**src/inc/ocb_defines.vh**
```
// Constants of the device configuration register bank
// Assumes byte offsets on an 8-bit register address, dword data
`ifndef OCB_DEFINES_VH
`define OCB_DEFINES_VH

// Byte offsets
`define OCB_OFF_SUMMARY      8'h80
`define OCB_OFF_SRC_LOW      8'h81
`define OCB_OFF_SRC_MID      8'h82
`define OCB_OFF_SRC_HIGH     8'h83
`define OCB_OFF_CD_CTRL      8'h84
`define OCB_OFF_CD_SPARE     8'h85
`define OCB_OFF_CD_LOW       8'h86
`define OCB_OFF_CD_HIGH      8'h87
`define OCB_OFF_SAMPLE       8'h88
`define OCB_OFF_SPARE_A      8'h89
`define OCB_OFF_CH_RESET     8'h8A
`define OCB_OFF_SLEEP        8'h8B
`define OCB_OFF_REVISION     8'h8C
`define OCB_OFF_PART_ID      8'h8D
`define OCB_OFF_SPARE_B      8'h8E
`define OCB_OFF_PIN_MASK     8'h8F
`define OCB_OFF_PIN_LEVEL    8'h90
`define OCB_OFF_PIN_OUT      8'h91
`define OCB_OFF_PIN_POL      8'h92
`define OCB_OFF_PIN_SEL      8'h93

// Dword indices, address bits 7:2
`define OCB_WORD_INT         6'h20
`define OCB_WORD_TIMER       6'h21
`define OCB_WORD_ANC1        6'h22
`define OCB_WORD_ANC2        6'h23
`define OCB_WORD_PIN         6'h24

// Reset values
`define OCB_RST_ZERO         8'h00
`define OCB_RST_PIN_SEL      8'hFF
`define OCB_RST_INT_WORD     32'h0000_0000

// Field positions
`define OCB_CODE_W           3
`define OCB_CODE_LSB         8
`define OCB_CD_INT_EN_BIT    0

// Source codes, lowest code wins
`define OCB_CODE_NONE        3'h0
`define OCB_CODE_RX          3'h1
`define OCB_CODE_RX_TO       3'h2
`define OCB_CODE_TX          3'h3
`define OCB_CODE_MODEM       3'h4
`define OCB_CODE_PIN         3'h6
`define OCB_CODE_TIMER       3'h7

`endif

```
**src/hw/ocb_src_encoder.v**
```verilog
// Per-channel priority encoder of pending service sources
// Assumes source requests are levels held by the channel logic
`timescale 1ns/1ps
`default_nettype none
`include "ocb_defines.vh"

module ocb_src_encoder #(
   parameter DEV_SRC = 0
) (
   input  wire       i_rx,
   input  wire       i_rx_to,
   input  wire       i_tx,
   input  wire       i_modem,
   input  wire       i_pin,
   input  wire       i_timer,
   output reg  [2:0] o_code
);

   always @* begin
      if (i_rx) begin
         o_code = `OCB_CODE_RX;
      end else if (i_rx_to) begin
         o_code = `OCB_CODE_RX_TO;
      end else if (i_tx) begin
         o_code = `OCB_CODE_TX;
      end else if (i_modem) begin
         o_code = `OCB_CODE_MODEM;
      end else if ((DEV_SRC != 0) && i_pin) begin
         o_code = `OCB_CODE_PIN;
      end else if ((DEV_SRC != 0) && i_timer) begin
         o_code = `OCB_CODE_TIMER;
      end else begin
         o_code = `OCB_CODE_NONE;
      end
   end

endmodule
`default_nettype wire

```
**src/hw/ocb_byte_reg.v**
```verilog
// One read/write configuration byte with its reset value
// Assumes a synchronous active-low reset
`timescale 1ns/1ps
`default_nettype none

module ocb_byte_reg #(
   parameter [7:0] RESET_VAL = 8'h00
) (
   input  wire       i_clk,
   input  wire       i_reset_n,
   input  wire       i_wr,
   input  wire [7:0] i_wdata,
   output reg  [7:0] o_q
);

   always @(posedge i_clk) begin
      if (!i_reset_n) begin
         o_q <= RESET_VAL;
      end else if (i_wr) begin
         o_q <= i_wdata;
      end
   end

endmodule
`default_nettype wire

```
**src/hw/ocb_cfg_bank.v**
```verilog
// Device configuration register bank of the eight-channel serial controller
// Assumes a host register port with byte enables, one access per cycle
`timescale 1ns/1ps
`default_nettype none
`include "ocb_defines.vh"

module ocb_cfg_bank #(
   parameter [7:0] REVISION_VAL = 8'h01,
   parameter [7:0] PART_ID_VAL  = 8'h5A,
   parameter       CHANNELS     = 8
) (
   input  wire                I_REF_CLK,
   input  wire                I_RESETN,
   input  wire [7:0]          I_ADDR,
   input  wire [3:0]          I_BE,
   input  wire                I_WR,
   input  wire                I_RD,
   input  wire [31:0]         I_WDATA,
   input  wire [CHANNELS-1:0] I_RX_REQ,
   input  wire [CHANNELS-1:0] I_RX_TO_REQ,
   input  wire [CHANNELS-1:0] I_TX_REQ,
   input  wire [CHANNELS-1:0] I_MODEM_REQ,
   input  wire                I_TIMER_EXPIRE,
   input  wire                I_WAKE_EVT,
   input  wire [7:0]          I_PIN_IN,
   output reg  [31:0]         O_RDATA,
   output reg                 O_RVALID,
   output reg                 O_INT_PEND,
   output reg                 O_WAKE_PEND,
   output reg  [7:0]          O_CHAN_RESET,
   output reg  [7:0]          O_SAMPLE_8X,
   output reg  [7:0]          O_SLEEP_EN,
   output reg  [7:0]          O_CD_CTRL,
   output reg  [15:0]         O_CD_VALUE,
   output reg  [7:0]          O_PIN_LEVEL,
   output reg  [7:0]          O_PIN_OUT_CTRL,
   output reg  [7:0]          O_PIN_SEL
);

   // Word decode
   wire [5:0]   word_idx;
   wire         hit_int;
   wire         hit_timer;
   wire         hit_anc1;
   wire         hit_anc2;
   wire         hit_pin;

   assign word_idx  = I_ADDR[7:2];
   assign hit_int   = (word_idx == `OCB_WORD_INT);
   assign hit_timer = (word_idx == `OCB_WORD_TIMER);
   assign hit_anc1  = (word_idx == `OCB_WORD_ANC1);
   assign hit_anc2  = (word_idx == `OCB_WORD_ANC2);
   assign hit_pin   = (word_idx == `OCB_WORD_PIN);

   // Byte write strobes
   wire         wr_cd_ctrl;
   wire         wr_cd_low;
   wire         wr_cd_high;
   wire         wr_sample;
   wire         wr_ch_reset;
   wire         wr_sleep;
   wire         wr_pin_mask;
   wire         wr_pin_level;
   wire         wr_pin_out;
   wire         wr_pin_pol;
   wire         wr_pin_sel;

   assign wr_cd_ctrl   = I_WR && hit_timer && I_BE[0];
   assign wr_cd_low    = I_WR && hit_timer && I_BE[2];
   assign wr_cd_high   = I_WR && hit_timer && I_BE[3];
   assign wr_sample    = I_WR && hit_anc1 && I_BE[0];
   assign wr_ch_reset  = I_WR && hit_anc1 && I_BE[2];
   assign wr_sleep     = I_WR && hit_anc1 && I_BE[3];
   assign wr_pin_mask  = I_WR && hit_anc2 && I_BE[3];
   assign wr_pin_level = I_WR && hit_pin && I_BE[0];
   assign wr_pin_out   = I_WR && hit_pin && I_BE[1];
   assign wr_pin_pol   = I_WR && hit_pin && I_BE[2];
   assign wr_pin_sel   = I_WR && hit_pin && I_BE[3];

   // Read side-effect strobes
   wire         rd_summary;
   wire         rd_cd_ctrl;
   wire         rd_pin_level;

   assign rd_summary   = I_RD && hit_int && I_BE[0];
   assign rd_cd_ctrl   = I_RD && hit_timer && I_BE[0];
   assign rd_pin_level = I_RD && hit_pin && I_BE[0];

   // Read/write bytes
   wire [7:0]   cd_ctrl;
   wire [7:0]   cd_low;
   wire [7:0]   cd_high;
   wire [7:0]   sample_8x;
   wire [7:0]   sleep_en;
   wire [7:0]   pin_mask;
   wire [7:0]   pin_level;
   wire [7:0]   pin_out;
   wire [7:0]   pin_pol;
   wire [7:0]   pin_sel;

   ocb_byte_reg #(.RESET_VAL(`OCB_RST_ZERO)) u_cd_ctrl (
      .i_clk     (I_REF_CLK),
      .i_reset_n (I_RESETN),
      .i_wr      (wr_cd_ctrl),
      .i_wdata   (I_WDATA[7:0]),
      .o_q       (cd_ctrl)
   );

   ocb_byte_reg #(.RESET_VAL(`OCB_RST_ZERO)) u_cd_low (
      .i_clk     (I_REF_CLK),
      .i_reset_n (I_RESETN),
      .i_wr      (wr_cd_low),
      .i_wdata   (I_WDATA[23:16]),
      .o_q       (cd_low)
   );

   ocb_byte_reg #(.RESET_VAL(`OCB_RST_ZERO)) u_cd_high (
      .i_clk     (I_REF_CLK),
      .i_reset_n (I_RESETN),
      .i_wr      (wr_cd_high),
      .i_wdata   (I_WDATA[31:24]),
      .o_q       (cd_high)
   );

   ocb_byte_reg #(.RESET_VAL(`OCB_RST_ZERO)) u_sample (
      .i_clk     (I_REF_CLK),
      .i_reset_n (I_RESETN),
      .i_wr      (wr_sample),
      .i_wdata   (I_WDATA[7:0]),
      .o_q       (sample_8x)
   );

   ocb_byte_reg #(.RESET_VAL(`OCB_RST_ZERO)) u_sleep (
      .i_clk     (I_REF_CLK),
      .i_reset_n (I_RESETN),
      .i_wr      (wr_sleep),
      .i_wdata   (I_WDATA[31:24]),
      .o_q       (sleep_en)
   );

   ocb_byte_reg #(.RESET_VAL(`OCB_RST_ZERO)) u_pin_mask (
      .i_clk     (I_REF_CLK),
      .i_reset_n (I_RESETN),
      .i_wr      (wr_pin_mask),
      .i_wdata   (I_WDATA[31:24]),
      .o_q       (pin_mask)
   );

   ocb_byte_reg #(.RESET_VAL(`OCB_RST_ZERO)) u_pin_level (
      .i_clk     (I_REF_CLK),
      .i_reset_n (I_RESETN),
      .i_wr      (wr_pin_level),
      .i_wdata   (I_WDATA[7:0]),
      .o_q       (pin_level)
   );

   ocb_byte_reg #(.RESET_VAL(`OCB_RST_ZERO)) u_pin_out (
      .i_clk     (I_REF_CLK),
      .i_reset_n (I_RESETN),
      .i_wr      (wr_pin_out),
      .i_wdata   (I_WDATA[15:8]),
      .o_q       (pin_out)
   );

   ocb_byte_reg #(.RESET_VAL(`OCB_RST_ZERO)) u_pin_pol (
      .i_clk     (I_REF_CLK),
      .i_reset_n (I_RESETN),
      .i_wr      (wr_pin_pol),
      .i_wdata   (I_WDATA[23:16]),
      .o_q       (pin_pol)
   );

   ocb_byte_reg #(.RESET_VAL(`OCB_RST_PIN_SEL)) u_pin_sel (
      .i_clk     (I_REF_CLK),
      .i_reset_n (I_RESETN),
      .i_wr      (wr_pin_sel),
      .i_wdata   (I_WDATA[31:24]),
      .o_q       (pin_sel)
   );

   // Device-wide event flags
   reg          timer_flag_q;
   reg          pin_flag_q;
   reg          wake_flag_q;
   reg  [7:0]   pin_act_q;
   wire [7:0]   pin_act;
   wire         pin_rise;

   // Polarity-corrected, masked inputs on input-selected pins
   assign pin_act  = (I_PIN_IN ^ pin_pol) & pin_mask & pin_sel;
   assign pin_rise = |(pin_act & ~pin_act_q);

   always @(posedge I_REF_CLK) begin
      if (!I_RESETN) begin
         timer_flag_q <= 1'b0;
         pin_flag_q   <= 1'b0;
         wake_flag_q  <= 1'b0;
         pin_act_q    <= `OCB_RST_ZERO;
      end else begin
         pin_act_q <= pin_act;
         if (I_TIMER_EXPIRE && cd_ctrl[`OCB_CD_INT_EN_BIT]) begin
            timer_flag_q <= 1'b1;
         end else if (rd_cd_ctrl) begin
            timer_flag_q <= 1'b0;
         end
         if (pin_rise) begin
            pin_flag_q <= 1'b1;
         end else if (rd_pin_level) begin
            pin_flag_q <= 1'b0;
         end
         if (I_WAKE_EVT) begin
            wake_flag_q <= 1'b1;
         end else if (rd_summary) begin
            wake_flag_q <= 1'b0;
         end
      end
   end

   // Per-channel encoding
   wire [CHANNELS-1:0]   chan_req;
   wire [3*CHANNELS-1:0] code_d;

   genvar k;
   generate
      for (k = 0; k < CHANNELS; k = k + 1) begin : g_chan
         assign chan_req[k] = I_RX_REQ[k] | I_RX_TO_REQ[k] | I_TX_REQ[k] | I_MODEM_REQ[k] |
                              ((k == 0) ? (timer_flag_q | pin_flag_q) : 1'b0);
         // device sources only in channel 0
         ocb_src_encoder #(.DEV_SRC((k == 0) ? 1 : 0)) u_enc (
            .i_rx    (I_RX_REQ[k]),
            .i_rx_to (I_RX_TO_REQ[k]),
            .i_tx    (I_TX_REQ[k]),
            .i_modem (I_MODEM_REQ[k]),
            .i_pin   ((k == 0) ? pin_flag_q : 1'b0),
            .i_timer ((k == 0) ? timer_flag_q : 1'b0),
            .o_code  (code_d[3*k+2:3*k])
         );
      end
   endgenerate

   reg  [31:0]  int_word_q;

   always @(posedge I_REF_CLK) begin
      if (!I_RESETN) begin
         int_word_q <= `OCB_RST_INT_WORD;
      end else begin
         int_word_q[7:0]  <= chan_req;
         int_word_q[31:`OCB_CODE_LSB] <= code_d;
      end
   end

   // Read data
   reg  [31:0]  rword;
   wire [31:0]  lane_mask;

   assign lane_mask = {{8{I_BE[3]}}, {8{I_BE[2]}}, {8{I_BE[1]}}, {8{I_BE[0]}}};

   always @* begin
      case (word_idx)
         // whole word from one flop set
         `OCB_WORD_INT: begin
            rword = int_word_q;
         end
         `OCB_WORD_TIMER: begin
            rword = {cd_high, cd_low, `OCB_RST_ZERO, cd_ctrl};
         end
         `OCB_WORD_ANC1: begin
            rword = {sleep_en, `OCB_RST_ZERO, `OCB_RST_ZERO, sample_8x};
         end
         `OCB_WORD_ANC2: begin
            rword = {pin_mask, `OCB_RST_ZERO, PART_ID_VAL, REVISION_VAL};
         end
         `OCB_WORD_PIN: begin
            rword = {pin_sel, pin_pol, pin_out, pin_level};
         end
         default: begin
            rword = 32'h0000_0000;
         end
      endcase
   end

   always @(posedge I_REF_CLK) begin
      if (!I_RESETN) begin
         O_RDATA  <= 32'h0000_0000;
         O_RVALID <= 1'b0;
      end else begin
         O_RVALID <= I_RD;
         if (I_RD) begin
            O_RDATA <= rword & lane_mask;
         end
      end
   end

   // Output flops
   always @(posedge I_REF_CLK) begin
      if (!I_RESETN) begin
         O_INT_PEND     <= 1'b0;
         O_WAKE_PEND    <= 1'b0;
         O_CHAN_RESET   <= `OCB_RST_ZERO;
         O_SAMPLE_8X    <= `OCB_RST_ZERO;
         O_SLEEP_EN     <= `OCB_RST_ZERO;
         O_CD_CTRL      <= `OCB_RST_ZERO;
         O_CD_VALUE     <= {`OCB_RST_ZERO, `OCB_RST_ZERO};
         O_PIN_LEVEL    <= `OCB_RST_ZERO;
         O_PIN_OUT_CTRL <= `OCB_RST_ZERO;
         O_PIN_SEL      <= `OCB_RST_PIN_SEL;
      end else begin
         O_INT_PEND     <= (|int_word_q[7:0]) | wake_flag_q;
         O_WAKE_PEND    <= wake_flag_q;
         O_CHAN_RESET   <= wr_ch_reset ? I_WDATA[23:16] : `OCB_RST_ZERO;
         O_SAMPLE_8X    <= sample_8x;
         O_SLEEP_EN     <= sleep_en;
         O_CD_CTRL      <= cd_ctrl;
         O_CD_VALUE     <= {cd_high, cd_low};
         O_PIN_LEVEL    <= pin_level;
         O_PIN_OUT_CTRL <= pin_out;
         O_PIN_SEL      <= pin_sel;
      end
   end

endmodule
`default_nettype wire

```
**config.mk**
```make
export PLATFORM = sky130hd
export DESIGN_NAME = ocb_cfg_bank
export DESIGN_NICKNAME = d
export VERILOG_FILES = /design/src/hw/ocb_src_encoder.v /design/src/hw/ocb_byte_reg.v /design/src/hw/ocb_cfg_bank.v
export VERILOG_INCLUDE_DIRS = /design/src /design/src/inc
export SDC_FILE = /design/constraint.sdc
export NUM_CORES = 1
export LEC_CHECK = 0
export BUFFER_PORTS_ARGS = -buffer_cell sky130_fd_sc_hd__buf_2
export CAP_MARGIN = 5
export CORE_MARGIN = 4
export CORE_UTILIZATION = 48
export CTS_CLUSTER_DIAMETER = 80
export DETAILED_ROUTE_END_ITERATION = 7
export PLACE_DENSITY_LB_ADDON = 0.25
export SYNTH_ARGS = -nofsm -noshare
export SYNTH_HDL_FRONTEND = slang
export SYNTH_SLANG_ARGS = --single-unit
```
**constraint.sdc**
```tcl
create_clock -name I_REF_CLK -period 1.8 [get_ports I_REF_CLK]
set_clock_uncertainty 0.05 [all_clocks]
set_input_delay 0.27 -clock I_REF_CLK [delete_from_list [all_inputs] [get_ports I_REF_CLK]]
set_output_delay 0.27 -clock I_REF_CLK [all_outputs]
set_load 0.02 [all_outputs]
```
==> out/results.txt <==
worst hold path class - primary input to flop
post-synth top area share - 0.561
final core occ - 0.642
placer congestion estimate - 0.883
final setup vio count - 0
Commonest cells post-synth - dfxtp_1 (230), mux2i_1 (99), nor2_1 (97)
final WL - 23100 um
status - finished, final reports clean
Mapped Area - 0.00821 mm2
nets - 1120
fmax - 704 MHz
RSZ-0062 raised after global routing - false
post-synthesis adder-cell area fraction - 0
vias - 6627
Worst-Skew Late Latency - 0.50 ns
Lkg Pwr - 4.92 nW
layout cells sized above 1 - 0.260
largest family of logic cells by synthesized area - simple AND/OR/NAND/NOR gates
Vias/cell - 5.25
max-cap viol count - 0
Cells after Synth - 780
post-synthesis mux area share - 0.121
final hold vios - 0
antenna violations before repair - 1
leading registers by flop count - O_RDATA: 32 flops, int_word_q: 32 flops, O_CD_VALUE: 16 flops
htree depth - 1
Area Overhead vs Synth - 30.2%
Final HPWL DP - 16400 um
WP data required - 2.13 ns
GRT Total Usage - 0.234
Detail Route Antenna Nets - 0
asr flop ratio synth - 0
root buffer selected by CTS - clkbuf_16
syn avg cell area - 10.5 um2
top cells by area, synth - dfxtp_1 (56%), mux2i_1 (12%), and2_1 (4.5%), nor2_1 (4.4%), a22o_1 (3.0%)
CTS-repair resized insts - 0
first-pass GRT wire length - 36900 um
buffer depth of the longest clock path - 3
Crit. End Element - flop
cell row count - 47
Worst-path clk slew - 0.07 ns
Worst-Margin Slew - 0.773 ns
#FFs+latches synth - 230
Die Ht - 139 um
I/O Buffers - 194
flop2flop setup slack - 0.43 ns
Final Total Pwr - 10.2 mW
Main synth FF type - dfxtp_1
register area share after synthesis - 0.561
xor and xnor area share after synthesis - 0.00854
clock buffer count from CTS - 23
min cycle time layout - 1.42 ns
Synth Area in Compound Gates - 0.104
Synth cell types - 48
Initial Util - 0.493
Post-Layout Cell Count - 1263
setup ws final - 0.380 ns
EDFF count, synth - 0
most area-hungry cell type in the Yosys netlist - dfxtp_1
TritonCTS clock tree - done
CP max FO - 9
Max VDD drop - 704 uV
crit start category - primary input
die footprint - 0.0193 mm2
Final Max Slew Viols - 0
average wire per standard cell - 18.3 um
total gr overflow - 0
post-synthesis simple-gate area fraction - 0.177
PD cells - 951 mW/mm2
vias in the first global route - 6622
first drt pass iteration count - 5
Placeable Area - 0.0166 mm2
crit path DAT - 1.75 ns
largest net degree at the start of global routing - 58
DR iter-0 viols - 442
kind of critical path - primary input to flop
clock tree sinks - 230
pre-CTS setup slack - -0.101 ns
synth warn - 0
Max-slew headroom - 0.483
WHS - 0.0142 ns
Final Cycle Share - 0.789
io pins - 197
Syn Nets - 870
drt drc - 0
most common cell in the netlist - dfxtp_1
Inst Count DP - 1186
die width - 139 um
worst max-delay path, stage by stage:
cell     delay (ns)
buf_2          0.12
or4b_4         0.67
nor3_4         0.26
buf_12         0.17
mux2i_1        0.20
nor2_1         0.06
routing by layer:
layer / up-vias / track usage / wire length, um
li1: 3221 / - / -
met1: 3128 / 0.332 / 10700
met2: 240 / 0.366 / 10300
met3: 38 / 0.0510 / 1610
met4: 0 / 0.0572 / 546
met5: - / 0 / 0
logic make-up after synthesis:
| group | after synthesis |
|---|---|
| flops | 230 |
| buf+inv | 58 |
| simple gates | 272 |
| compound gates | 113 |
| xor+xnor | 8 |
| mux | 99 |
per-stage QoR:
| step | setup TNS [ns] | instance area, um2 |
|---|---|---|
| after floorplan | -0.0136 | 8210 |
| after global placement | -1.93 | 9610 |
| after detailed placement | -3.34 | 9610 |
| after CTS | 0 | 10700 |
| after global routing | 0 | 10700 |
| final | 0 | 10700 |
cell usage in the layout (no fill, tap or decap), types with 4 or more instances in the layout:
| cell | instances |
|---|---|
| a21oi_1 | 17 |
| a22o_1 | 28 |
| a22oi_1 | 15 |
| a2bb2oi_1 | 15 |
| and2_1 | 59 |
| and4b_1 | 8 |
| buf_12 | 5 |
| buf_2 | 194 |
| buf_4 | 28 |
| clkbuf_1 | 5 |
| clkbuf_16 | 23 |
| clkinv_2 | 4 |
| dfxtp_1 | 230 |
| dlygate4sd3_1 | 39 |
| inv_1 | 16 |
| mux2i_1 | 99 |
| nand2_1 | 30 |
| nand2b_1 | 12 |
| nand3_1 | 15 |
| nand4_1 | 5 |
| nor2_1 | 96 |
| nor2b_1 | 4 |
| nor3_1 | 17 |
| nor3_4 | 4 |
| o21ai_0 | 12 |
| o221ai_1 | 8 |
| o2bb2ai_1 | 8 |
| xnor2_1 | 5 |
final cells by class:
class | count | area, um2
multi-input combinational | 492 | 3390
inverter | 17 | 63.8
fill | 1353 | 5960
tap | 220 | 275
sequential | 230 | 4600
antenna | 2 | 5.00
clock inverter | 6 | 57.6
timing repair buffer | 266 | 1670
clock buffer | 30 | 622
worst paths after layout:
path,start,depth (start not counted),to
setup / recovery,I_ADDR[5],6,u_sleep.o_q[1]$_SDFFE_PN0P_
hold / removal,I_TX_REQ[2],3,int_word_q[14]$_SDFF_PN0_
setup reg to reg,u_pin_pol.o_q[0]$_SDFFE_PN0P_,4,pin_flag_q$_SDFFE_PN0P_
hold reg to reg,u_cd_low.o_q[6]$_SDFFE_PN0P_,2,O_CD_VALUE[6]$_SDFF_PN0_
power breakdown:
part,internal [mW],switching (mW),leakage (nW)
Clock,2.55,1.87,0.334
Sequential,5.14,0.0254,1.86
Combinational,0.247,0.329,2.72
timing repair:
item	CTS	global route
hold buffers	39	0
setup buffers	0	0
hold endpoints to repair	47	0
(Power assumes the default switching activity.)
